$ cat config.mk
export PLATFORM = sky130hd
export DESIGN_NAME = srap_port
export DESIGN_NICKNAME = d
export VERILOG_FILES = /design/src/hdl/srap_pkg.sv /design/src/hdl/srap_pin_sync.sv /design/src/hdl/srap_port.sv
export SDC_FILE = /design/constraint.sdc
export NUM_CORES = 1
export LEC_CHECK = 0
export ABC_AREA = 1
export BUFFER_PORTS_ARGS = -buffer_cell sky130_fd_sc_hd__buf_2
export CORE_MARGIN = 2
export CORE_UTILIZATION = 35
export CTS_BUF_LIST = sky130_fd_sc_hd__clkbuf_16
export DETAILED_ROUTE_END_ITERATION = 12
export SLEW_MARGIN = 40
export SYNTH_ARGS = -nofsm -noshare
export SYNTH_HDL_FRONTEND = slang
export SYNTH_HIERARCHICAL = 1
export SYNTH_SLANG_ARGS = --single-unit
export TNS_END_PERCENT = 20
$ cat constraint.sdc
create_clock -name mclk -period 6.94 [get_ports mclk]
set_input_delay 1.388 -clock mclk [delete_from_list [all_inputs] [get_ports mclk]]
set_output_delay 1.388 -clock mclk [all_outputs]
set_load 0.02 [all_outputs]
$ cat src/hdl/srap_pkg.sv
// ************************************************************
// serial register access port: shared constants
// ************************************************************
package srap_pkg;

  // frame geometry
  localparam int INSTR_BITS = 16; // instruction phase length in rising edges
  localparam int BYTE_BITS = 8; // data bits per register byte
  localparam int RW_BIT = 15; // direction flag inside the instruction word
  localparam logic [3:0] INSTR_LAST = 4'hf; // bit counter value of the last instruction bit
  localparam logic [3:0] BYTE_LAST = 4'h7; // bit counter value of the last data bit

  // register addresses
  localparam logic [14:0] ADDR_CFG = 15'h000; // port configuration byte
  localparam logic [14:0] ADDR_UPD = 15'h113; // tuning word update request
  localparam logic [14:0] ADDR_STAGE0 = 15'h114; // first staged tuning byte
  localparam int STAGE_BYTES = 8; // six tuning word bytes, two phase offset bytes
  localparam int TUNE_BYTES = 6; // bytes of the frequency tuning word

  // configuration field positions (each setting is mirrored in two bits)
  localparam int CFG_LSB_HI = 6; // lsb first, upper copy
  localparam int CFG_LSB_LO = 1; // lsb first, lower copy
  localparam int CFG_INC_HI = 5; // address increment, upper copy
  localparam int CFG_INC_LO = 2; // address increment, lower copy
  localparam int CFG_4W_HI = 4; // separate output pin active, upper copy
  localparam int CFG_4W_LO = 3; // separate output pin active, lower copy
  localparam int UPD_BIT = 0; // update request bit in its register

  // reset values
  localparam logic [7:0] CFG_RESET = 8'h00; // msb first, decrement, 3-wire
  localparam logic [7:0] STAGE_RESET = 8'h00; // staged and active tuning bytes

  // serial engine states, gray along idle -> instruction -> data
  typedef enum logic [1:0] {
    SRAP_IDLE = 2'b00,
    SRAP_INSTR = 2'b01,
    SRAP_DATA = 2'b11
  } srap_state_t;

endpackage : srap_pkg

$ cat src/hdl/srap_pin_sync.sv
`timescale 1ns/1ps
// ************************************************************
// pin synchroniser and serial clock edge finder
// ************************************************************
module srap_pin_sync (
  input wire logic mclk,
  input wire logic rst_n,
  input wire logic sclk,
  input wire logic cs_n,
  input wire logic sdi,
  output logic sclk_rise,
  output logic sclk_fall,
  output logic cs_n_s,
  output logic sdi_s
);

  logic [2:0] meta_reg; // first stage, read only by the second
  logic [2:0] sync_reg; // second stage: {sdi, cs_n, sclk}
  logic sclk_old_reg; // previous synced serial clock for edge finding

  // two flip-flops per pin; cs_n idles high so the port starts deselected
  always_ff @(posedge mclk or negedge rst_n) begin
    if (!rst_n) begin
      meta_reg <= 3'h2;
      sync_reg <= 3'h2;
      sclk_old_reg <= 1'b0;
    end else begin
      meta_reg <= {sdi, cs_n, sclk};
      sync_reg <= meta_reg;
      sclk_old_reg <= sync_reg[0];
    end
  end

  // data and clock share the same delay, so data is still valid at the edge
  assign sclk_rise = sync_reg[0] & ~sclk_old_reg;
  assign sclk_fall = ~sync_reg[0] & sclk_old_reg;
  assign cs_n_s = sync_reg[1];
  assign sdi_s = sync_reg[2];

endmodule : srap_pin_sync

$ cat src/hdl/srap_port.sv
`timescale 1ns/1ps
// Notes on behaviour
// - sixteen rising edges of instruction, then data
// - deselect then select restarts at instruction start
// - written byte takes effect at its last bit
// - tuning values apply only on update request
// - instruction bit fifteen high means read
// - instruction bits fourteen to zero start address
// - increment bits set: address plus one per byte
// - increment bits clear: address minus one per byte
// - reset gives 3-wire, 4-wire selectable
// - msb first or lsb first by configuration
// - lsb first: address, direction, then data
// - 4-wire read data leaves on separate pin
// - sample on rising, drive on falling edges
// - shared pin released while deselected
module srap_port (
  input wire logic mclk,
  input wire logic rst_n,
  input wire logic sclk,
  input wire logic cs_n,
  input wire logic sdio_i,
  output logic sdio_o,
  output logic sdio_oe_n,
  output logic separate_serial_output_pin,
  output logic separate_serial_output_pin_oe_n,
  output logic [47:0] frequency_tuning_word,
  output logic [15:0] phase_offset,
  output logic lsb_first,
  output logic addr_increment,
  output logic four_wire,
  output logic busy
);

  // ************************************************************
  // pin sampling
  // ************************************************************
  logic sclk_rise; // one-cycle pulse on a serial clock rising edge
  logic sclk_fall; // one-cycle pulse on a serial clock falling edge
  logic cs_n_s; // synced chip select
  logic sdi_s; // synced serial input, aligned with the edges

  srap_pin_sync u_sync (
    .mclk(mclk),
    .rst_n(rst_n),
    .sclk(sclk),
    .cs_n(cs_n),
    .sdi(sdio_i),
    .sclk_rise(sclk_rise),
    .sclk_fall(sclk_fall),
    .cs_n_s(cs_n_s),
    .sdi_s(sdi_s)
  );

  // ************************************************************
  // state
  // ************************************************************
  srap_pkg::srap_state_t state_reg, state_next; // serial engine phase
  logic [3:0] cnt_reg, cnt_next; // bit counter within phase
  logic [15:0] shift_reg, shift_next; // incoming bits
  logic rw_reg, rw_next; // latched direction, high for read
  logic [14:0] addr_reg, addr_next; // current register address
  logic [7:0] out_sr_reg, out_sr_next; // outgoing byte
  logic out_bit_reg, out_bit_next; // bit on the output pins
  logic [7:0] cfg_reg, cfg_next; // configuration byte
  logic [7:0] stage_reg [srap_pkg::STAGE_BYTES]; // staged tuning bytes
  logic [7:0] stage_next [srap_pkg::STAGE_BYTES];
  logic [7:0] act_reg [srap_pkg::STAGE_BYTES]; // tuning bytes in use
  logic [7:0] act_next [srap_pkg::STAGE_BYTES];

  logic [15:0] instr_in; // shift register with the current bit added
  logic [7:0] byte_in; // last eight bits in transfer order
  logic instr_done; // last instruction bit sampled
  logic byte_done; // last data bit of a byte sampled
  logic wr_strobe; // byte write commits now
  logic upd_strobe; // update request written with its bit set
  logic [14:0] addr_step; // address of the following byte

  // either copy of a mirrored setting enables it
  assign lsb_first = cfg_reg[srap_pkg::CFG_LSB_HI] | cfg_reg[srap_pkg::CFG_LSB_LO];
  assign addr_increment = cfg_reg[srap_pkg::CFG_INC_HI] | cfg_reg[srap_pkg::CFG_INC_LO];
  assign four_wire = cfg_reg[srap_pkg::CFG_4W_HI] | cfg_reg[srap_pkg::CFG_4W_LO];
  assign busy = (state_reg != srap_pkg::SRAP_IDLE);

  // ************************************************************
  // register decode
  // ************************************************************
  // staging window test, used for both reads and writes
  function automatic logic is_stage(input logic [14:0] a);
    is_stage = (a >= srap_pkg::ADDR_STAGE0) &&
      (a < srap_pkg::ADDR_STAGE0 + 15'(srap_pkg::STAGE_BYTES));
  endfunction : is_stage

  // read view; unmapped addresses and the update request read as zero
  function automatic logic [7:0] rd_byte(input logic [14:0] a);
    logic [14:0] idx;
    idx = a - srap_pkg::ADDR_STAGE0;
    if (a == srap_pkg::ADDR_CFG) begin
      rd_byte = cfg_reg;
    end else if (is_stage(a)) begin
      rd_byte = stage_reg[idx[2:0]];
    end else begin
      rd_byte = 8'h00;
    end
  endfunction : rd_byte

  // ************************************************************
  // serial engine and register file, next values
  // ************************************************************
  always_comb begin
    logic [14:0] widx;
    widx = addr_reg - srap_pkg::ADDR_STAGE0;
    // lsb first shifts right so the first bit ends lowest
    instr_in = lsb_first ? {sdi_s, shift_reg[15:1]} : {shift_reg[14:0], sdi_s};
    byte_in = lsb_first ? instr_in[15:8] : instr_in[7:0];
    instr_done = sclk_rise && !cs_n_s && (state_reg == srap_pkg::SRAP_INSTR) &&
      (cnt_reg == srap_pkg::INSTR_LAST);
    byte_done = sclk_rise && !cs_n_s && (state_reg == srap_pkg::SRAP_DATA) &&
      (cnt_reg == srap_pkg::BYTE_LAST);
    wr_strobe = byte_done && !rw_reg;
    upd_strobe = wr_strobe && (addr_reg == srap_pkg::ADDR_UPD) && byte_in[srap_pkg::UPD_BIT];
    addr_step = addr_increment ? addr_reg + 15'h0001 : addr_reg - 15'h0001;

    state_next = state_reg;
    cnt_next = cnt_reg;
    shift_next = shift_reg;
    rw_next = rw_reg;
    addr_next = addr_reg;
    out_sr_next = out_sr_reg;
    out_bit_next = out_bit_reg;
    cfg_next = cfg_reg;
    stage_next = stage_reg;
    act_next = act_reg;

    if (cs_n_s) begin
      // deselect drops any partial transfer
      state_next = srap_pkg::SRAP_IDLE;
      cnt_next = 4'h0;
    end else begin
      case (state_reg)
        srap_pkg::SRAP_IDLE: begin
          // select seen; an edge in this very cycle is lost, setup time covers it
          state_next = srap_pkg::SRAP_INSTR;
          cnt_next = 4'h0;
        end
        srap_pkg::SRAP_INSTR: begin
          if (sclk_rise) begin
            shift_next = instr_in;
            cnt_next = cnt_reg + 4'h1;
            if (instr_done) begin
              state_next = srap_pkg::SRAP_DATA;
              cnt_next = 4'h0;
              rw_next = instr_in[srap_pkg::RW_BIT];
              addr_next = instr_in[14:0];
              out_sr_next = rd_byte(instr_in[14:0]);
            end
          end
        end
        srap_pkg::SRAP_DATA: begin
          if (sclk_rise) begin
            shift_next = instr_in;
            cnt_next = byte_done ? 4'h0 : cnt_reg + 4'h1;
            if (byte_done) begin
              addr_next = addr_step;
              out_sr_next = rd_byte(addr_step);
            end
          end else if (sclk_fall && rw_reg) begin
            // next read bit goes out on the falling edge
            out_bit_next = lsb_first ? out_sr_reg[0] : out_sr_reg[7];
            out_sr_next = lsb_first ? {1'b0, out_sr_reg[7:1]} : {out_sr_reg[6:0], 1'b0};
          end
        end
        default: begin
          state_next = srap_pkg::SRAP_IDLE;
        end
      endcase
    end

    // byte writes land at once, except tuning bytes which wait in staging
    if (wr_strobe) begin
      if (addr_reg == srap_pkg::ADDR_CFG) begin
        cfg_next = byte_in;
      end else if (is_stage(addr_reg)) begin
        stage_next[widx[2:0]] = byte_in;
      end
    end
    if (upd_strobe) begin
      act_next = stage_reg;
    end
  end

  // ************************************************************
  // registers
  // ************************************************************
  always_ff @(posedge mclk or negedge rst_n) begin
    if (!rst_n) begin
      state_reg <= srap_pkg::SRAP_IDLE;
      cnt_reg <= 4'h0;
      shift_reg <= 16'h0000;
      rw_reg <= 1'b0;
      addr_reg <= 15'h0000;
      out_sr_reg <= 8'h00;
      out_bit_reg <= 1'b0;
      cfg_reg <= srap_pkg::CFG_RESET;
      for (int i = 0; i < srap_pkg::STAGE_BYTES; i++) begin
        stage_reg[i] <= srap_pkg::STAGE_RESET;
        act_reg[i] <= srap_pkg::STAGE_RESET;
      end
    end else begin
      state_reg <= state_next;
      cnt_reg <= cnt_next;
      shift_reg <= shift_next;
      rw_reg <= rw_next;
      addr_reg <= addr_next;
      out_sr_reg <= out_sr_next;
      out_bit_reg <= out_bit_next;
      cfg_reg <= cfg_next;
      stage_reg <= stage_next;
      act_reg <= act_next;
    end
  end

  // ************************************************************
  // pin drivers and tuning outputs
  // ************************************************************
  // pins follow the select pin through sync delay only; released when deselected
  always_comb begin
    sdio_o = out_bit_reg;
    separate_serial_output_pin = out_bit_reg;
    sdio_oe_n = 1'b1;
    separate_serial_output_pin_oe_n = 1'b1;
    if (!cs_n_s && (state_reg == srap_pkg::SRAP_DATA) && rw_reg) begin
      if (four_wire) begin
        separate_serial_output_pin_oe_n = 1'b0;
      end else begin
        sdio_oe_n = 1'b0;
      end
    end
  end

  // byte 0 is least significant
  always_comb begin
    for (int i = 0; i < srap_pkg::TUNE_BYTES; i++) begin
      frequency_tuning_word[8*i +: 8] = act_reg[i];
    end
    phase_offset = {act_reg[srap_pkg::TUNE_BYTES + 1], act_reg[srap_pkg::TUNE_BYTES]};
  end

  // ************************************************************
  // checks
  // ************************************************************
  a_cs_restart: assert property (@(posedge mclk) disable iff (!rst_n)
    cs_n_s |=> (state_reg == srap_pkg::SRAP_IDLE) && (cnt_reg == 4'h0))
    else $error("engine not idle after deselect");
  a_instr_length: assert property (@(posedge mclk) disable iff (!rst_n)
    (sclk_rise && !cs_n_s && state_reg == srap_pkg::SRAP_INSTR && cnt_reg != 4'hf)
      |=> state_reg == srap_pkg::SRAP_INSTR)
    else $error("instruction phase left early");
  a_instr_addr: assert property (@(posedge mclk) disable iff (!rst_n)
    instr_done |=> (addr_reg == $past(instr_in[14:0])) && (state_reg == srap_pkg::SRAP_DATA)
      && (rw_reg == $past(instr_in[15])))
    else $error("instruction not taken as address and direction");
  a_cfg_commit: assert property (@(posedge mclk) disable iff (!rst_n)
    (wr_strobe && addr_reg == srap_pkg::ADDR_CFG) |=> cfg_reg == $past(byte_in))
    else $error("configuration byte not written at last bit");
  a_tuning_hold: assert property (@(posedge mclk) disable iff (!rst_n)
    !$past(upd_strobe) |-> ($stable(frequency_tuning_word) && $stable(phase_offset)))
    else $error("tuning value changed without update request");
  a_addr_incr: assert property (@(posedge mclk) disable iff (!rst_n)
    (byte_done && addr_increment) |=> addr_reg == $past(addr_reg) + 15'h0001)
    else $error("address did not increment");
  a_addr_decr: assert property (@(posedge mclk) disable iff (!rst_n)
    (byte_done && !addr_increment) |=> addr_reg == $past(addr_reg) - 15'h0001)
    else $error("address did not decrement");
  a_lsb_order: assert property (@(posedge mclk) disable iff (!rst_n)
    (sclk_rise && !cs_n_s && state_reg == srap_pkg::SRAP_INSTR && lsb_first)
      |=> shift_reg[15] == $past(sdi_s))
    else $error("lsb first bit not entered at top");
  a_msb_order: assert property (@(posedge mclk) disable iff (!rst_n)
    (sclk_rise && !cs_n_s && state_reg == srap_pkg::SRAP_INSTR && !lsb_first)
      |=> shift_reg[0] == $past(sdi_s))
    else $error("msb first bit not entered at bottom");
  a_out_on_fall: assert property (@(posedge mclk) disable iff (!rst_n)
    !$past(sclk_fall) |-> $stable(out_bit_reg))
    else $error("output bit moved away from a falling edge");
  a_pin_release: assert property (@(posedge mclk) disable iff (!rst_n)
    (cs_n_s || !rw_reg || state_reg != srap_pkg::SRAP_DATA)
      |-> (sdio_oe_n && separate_serial_output_pin_oe_n))
    else $error("pin driven outside a read data phase");
  a_sep_pin: assert property (@(posedge mclk) disable iff (!rst_n)
    !separate_serial_output_pin_oe_n |-> (four_wire && sdio_oe_n))
    else $error("separate output pin driven in 3-wire mode");

endmodule : srap_port

==> flow_metrics.tcl <==
set metrics [dict create \
    status "complete, no violations" \
    cpMaxStageDelayCell "a2111oi_4" \
    startpoint "state_reg[0]" \
    routabilityCongestion 0.945 \
    synth_edf_count 0 \
    start_kind "register" \
    cts_buffers 17 \
    ys.warnings.count 6 \
    max_stage_delay_ns 0.69 \
    diodes 0 \
    critical_path_class "reg -> reg" \
    dr.pass1.iters 6 \
    worstPathRequired_ns 7.28 \
    p_per_area_nw_per_um2 350 \
    critical_path_arrival_ns 4.48 \
    post_drt_wl_per_cell_um 16.6 \
    fp.coreArea_um2 28900 \
    setup_viol 0 \
    end_kind "register" \
    cap_violations 0 \
    post_cts_resized 0 \
    slew_headroom_pct 42.6 \
    path_depth 9 \
    ys_ff_latch 190 \
    period_minus_slack_ns 4.14 \
    ant_nets 0 \
    ff2ff_setup_slack_ns 2.80 \
    max_freq_ghz 0.241 \
    rsz0062_at_grt "no" \
    largest_reg_flops 64 \
    ios 77 \
    grt_max_degree 87 \
    overflow 0 \
    ir_worst_vdd_v 0.000153 \
    synth_cell_type_count 43 \
    hold_buffers 0 \
    ys_seq_area_share_pct 46.1 \
    cts_tree "yes" \
    hp-class "reg -> reg" \
    path_max_fanout 33 \
    die_y_um 176 \
    vias 9491 \
    area_growth_pct 12.5 \
    clk_latency_ns 0.44 \
    via_per_inst 5.14 \
    cts_buffer_depth 2 \
    cts_max_level 4 \
    synth_top_area_share_pct 45.6 \
    synth_area_leaders "dfrtp_1 46%, nand2_1 13%, o21ai_0 12%" \
    worst_pin_slew_ns 0.862 \
    rr_endpoint "stage_reg[54]" \
    cts_setup_buffers 0 \
    reg2reg_from "state_reg[0]" \
    fin_skew_ns 0.0156 \
    layout_setup_ws_ns 2.80 \
    critPathBufInv 2 \
    grt_first_pass_wirelength_mm 48.9 \
    nNetsFinal 1459 \
    drc 0 \
    hold_viol_final 0 \
    dp_hpwl_mm 22.2 \
    yosys.area.top_type "dfrtp_1" \
    antenna_found_initial 0 \
    async_flop_share_pct 100 \
    power_leakage_nw 5.58 \
    io_buffers 76 \
    finalWirelength_mm 30.6 \
    syn_nets 1417 \
    crit_end "stage_reg[54]" \
    die_area_um2 30900 \
    initial_utilization_pct 35.7 \
    root_buffer "clkbuf_16" \
    grt_pass1_vias 8891 \
    cpLargestDelayFamily "simple AND/OR/NAND/NOR gates" \
    crit_chain "ha_1, inv_2, nor2_1, inv_1, nor4_4, nand3_2, a2111oi_4, nand4_1, o21ai_0" \
    tns_ns 0 \
    finalMaxSlewViolations 0 \
    clock-sinks 190 \
    dpl_worst_slack_ns 2.94 \
    yosys_most_used_dff "dfrtp_1" \
    track_usage_pct 20.3 \
    finalCritPeriodShare_pct 59.7 \
    final_layout_size_suffix_gt1_share_pct 10.5 \
    postSynthAreaPerCell_um2 7.34 \
    clk_pin_slew_ns 0.08 \
    netlist_area_um2 10300 \
    die_w_um 176 \
    postSynthCellCount 1406 \
    rows 62 \
    ff2ff_path_depth 9 \
    hold_depth 0 \
    drtIter0Drc 960 \
]
-- synth_stat cells, types with 4 or more instances --
master / count
a21oi_1: 84
a22oi_1: 7
a31oi_1: 5
buf_2: 18
buf_6: 4
clkbuf_1: 40
dfrtp_1: 188
ha_1: 6
inv_1: 179
mux2_2: 4
nand2_1: 354
nand3_1: 64
nand3b_1: 4
nand4_1: 11
nor2_1: 117
nor2_2: 5
nor3_1: 10
o211ai_1: 7
o21ai_0: 246
o22ai_1: 23
-- per-stage QoR --
step	hold WS, ns	total power (W)	std cells	utilization [%]	instance area, µm²
global route	0.357	0.00437	1845	40.2	11600
finish	0.353	0.00406	1845	40.2	11600
detailed placement	0.336	0.00303	1813	38.1	11000
floorplan	0.331	0.00254	1406	-	10300
CTS	0.355	0.00404	1845	40.2	11600
global placement	0.336	0.00301	1813	38.0	11000
-- logic make-up after synthesis --
| kind of cell | Yosys count | share of synthesized area (%) |
|---|---|---|
| DFF | 190 | 46.1 |
| muxes | 4 | 0.437 |
| AOI/OAI and AO/OA | 383 | 19.8 |
| and+or+nand+nor | 575 | 23.2 |
| xor gates and xnor gates | 2 | 0.170 |
| adders and majority gates | 6 | 0.728 |
| buffers and inverters | 246 | 9.54 |
-- worst min path at each step --
stage,from,endpoint
global placement,u_sync/meta_reg[2],u_sync/sync_reg[2]
floorplan,u_sync/meta_reg[0],u_sync/sync_reg[0]
finish,u_sync/meta_reg[2],u_sync/sync_reg[2]
global route,u_sync/meta_reg[2],u_sync/sync_reg[2]
detailed placement,u_sync/meta_reg[2],u_sync/sync_reg[2]
CTS,u_sync/meta_reg[2],u_sync/sync_reg[2]
-- per-layer routing --
| metal | vias to the layer above | global-route usage, % | routed length [µm] |
|---|---|---|---|
| li1 | 4659 | - | - |
| met1 | 4450 | 29.4 | 14100 |
| met2 | 336 | 31.3 | 13900 |
| met3 | 46 | 3.07 | 1960 |
| met4 | 0 | 6.03 | 583 |
| met5 | - | 0 | 0 |
-- cell type report --
class | instances | area, µm²
Clock buffer | 17 | 425
Clock inverter | 15 | 175
Fill cell | 2984 | 17300
Inverter | 181 | 679
Multi-Input combinational cell | 970 | 4600
Sequential cell | 190 | 4760
Tap cell | 384 | 480
Timing Repair Buffer | 88 | 479
-- where the power goes --
group | internal, W | leakage, nW | switching [W] | total, W
clock network | 0.000516 | 0.287 | 0.000491 | 0.00101
logic | 0.000509 | 2.68 | 0.00127 | 0.00178
registers | 0.00119 | 2.61 | 0.0000852 | 0.00127
-- placed cells by master, fill, tap and decap left out, types with 7 or more instances in the layout --
master	netlist	final
nand2_1	354	353
o21ai_0	246	246
dfrtp_1	188	188
inv_1	179	179
nor2_1	117	109
a21oi_1	84	83
buf_2	18	75
nand3_1	64	64
o22ai_1	23	23
clkbuf_16	0	17
nor2_2	5	13
buf_4	2	12
nand4_1	11	11
nor3_1	10	10
o211ai_1	7	7
a22oi_1	7	7
(Power assumes the default switching activity.)
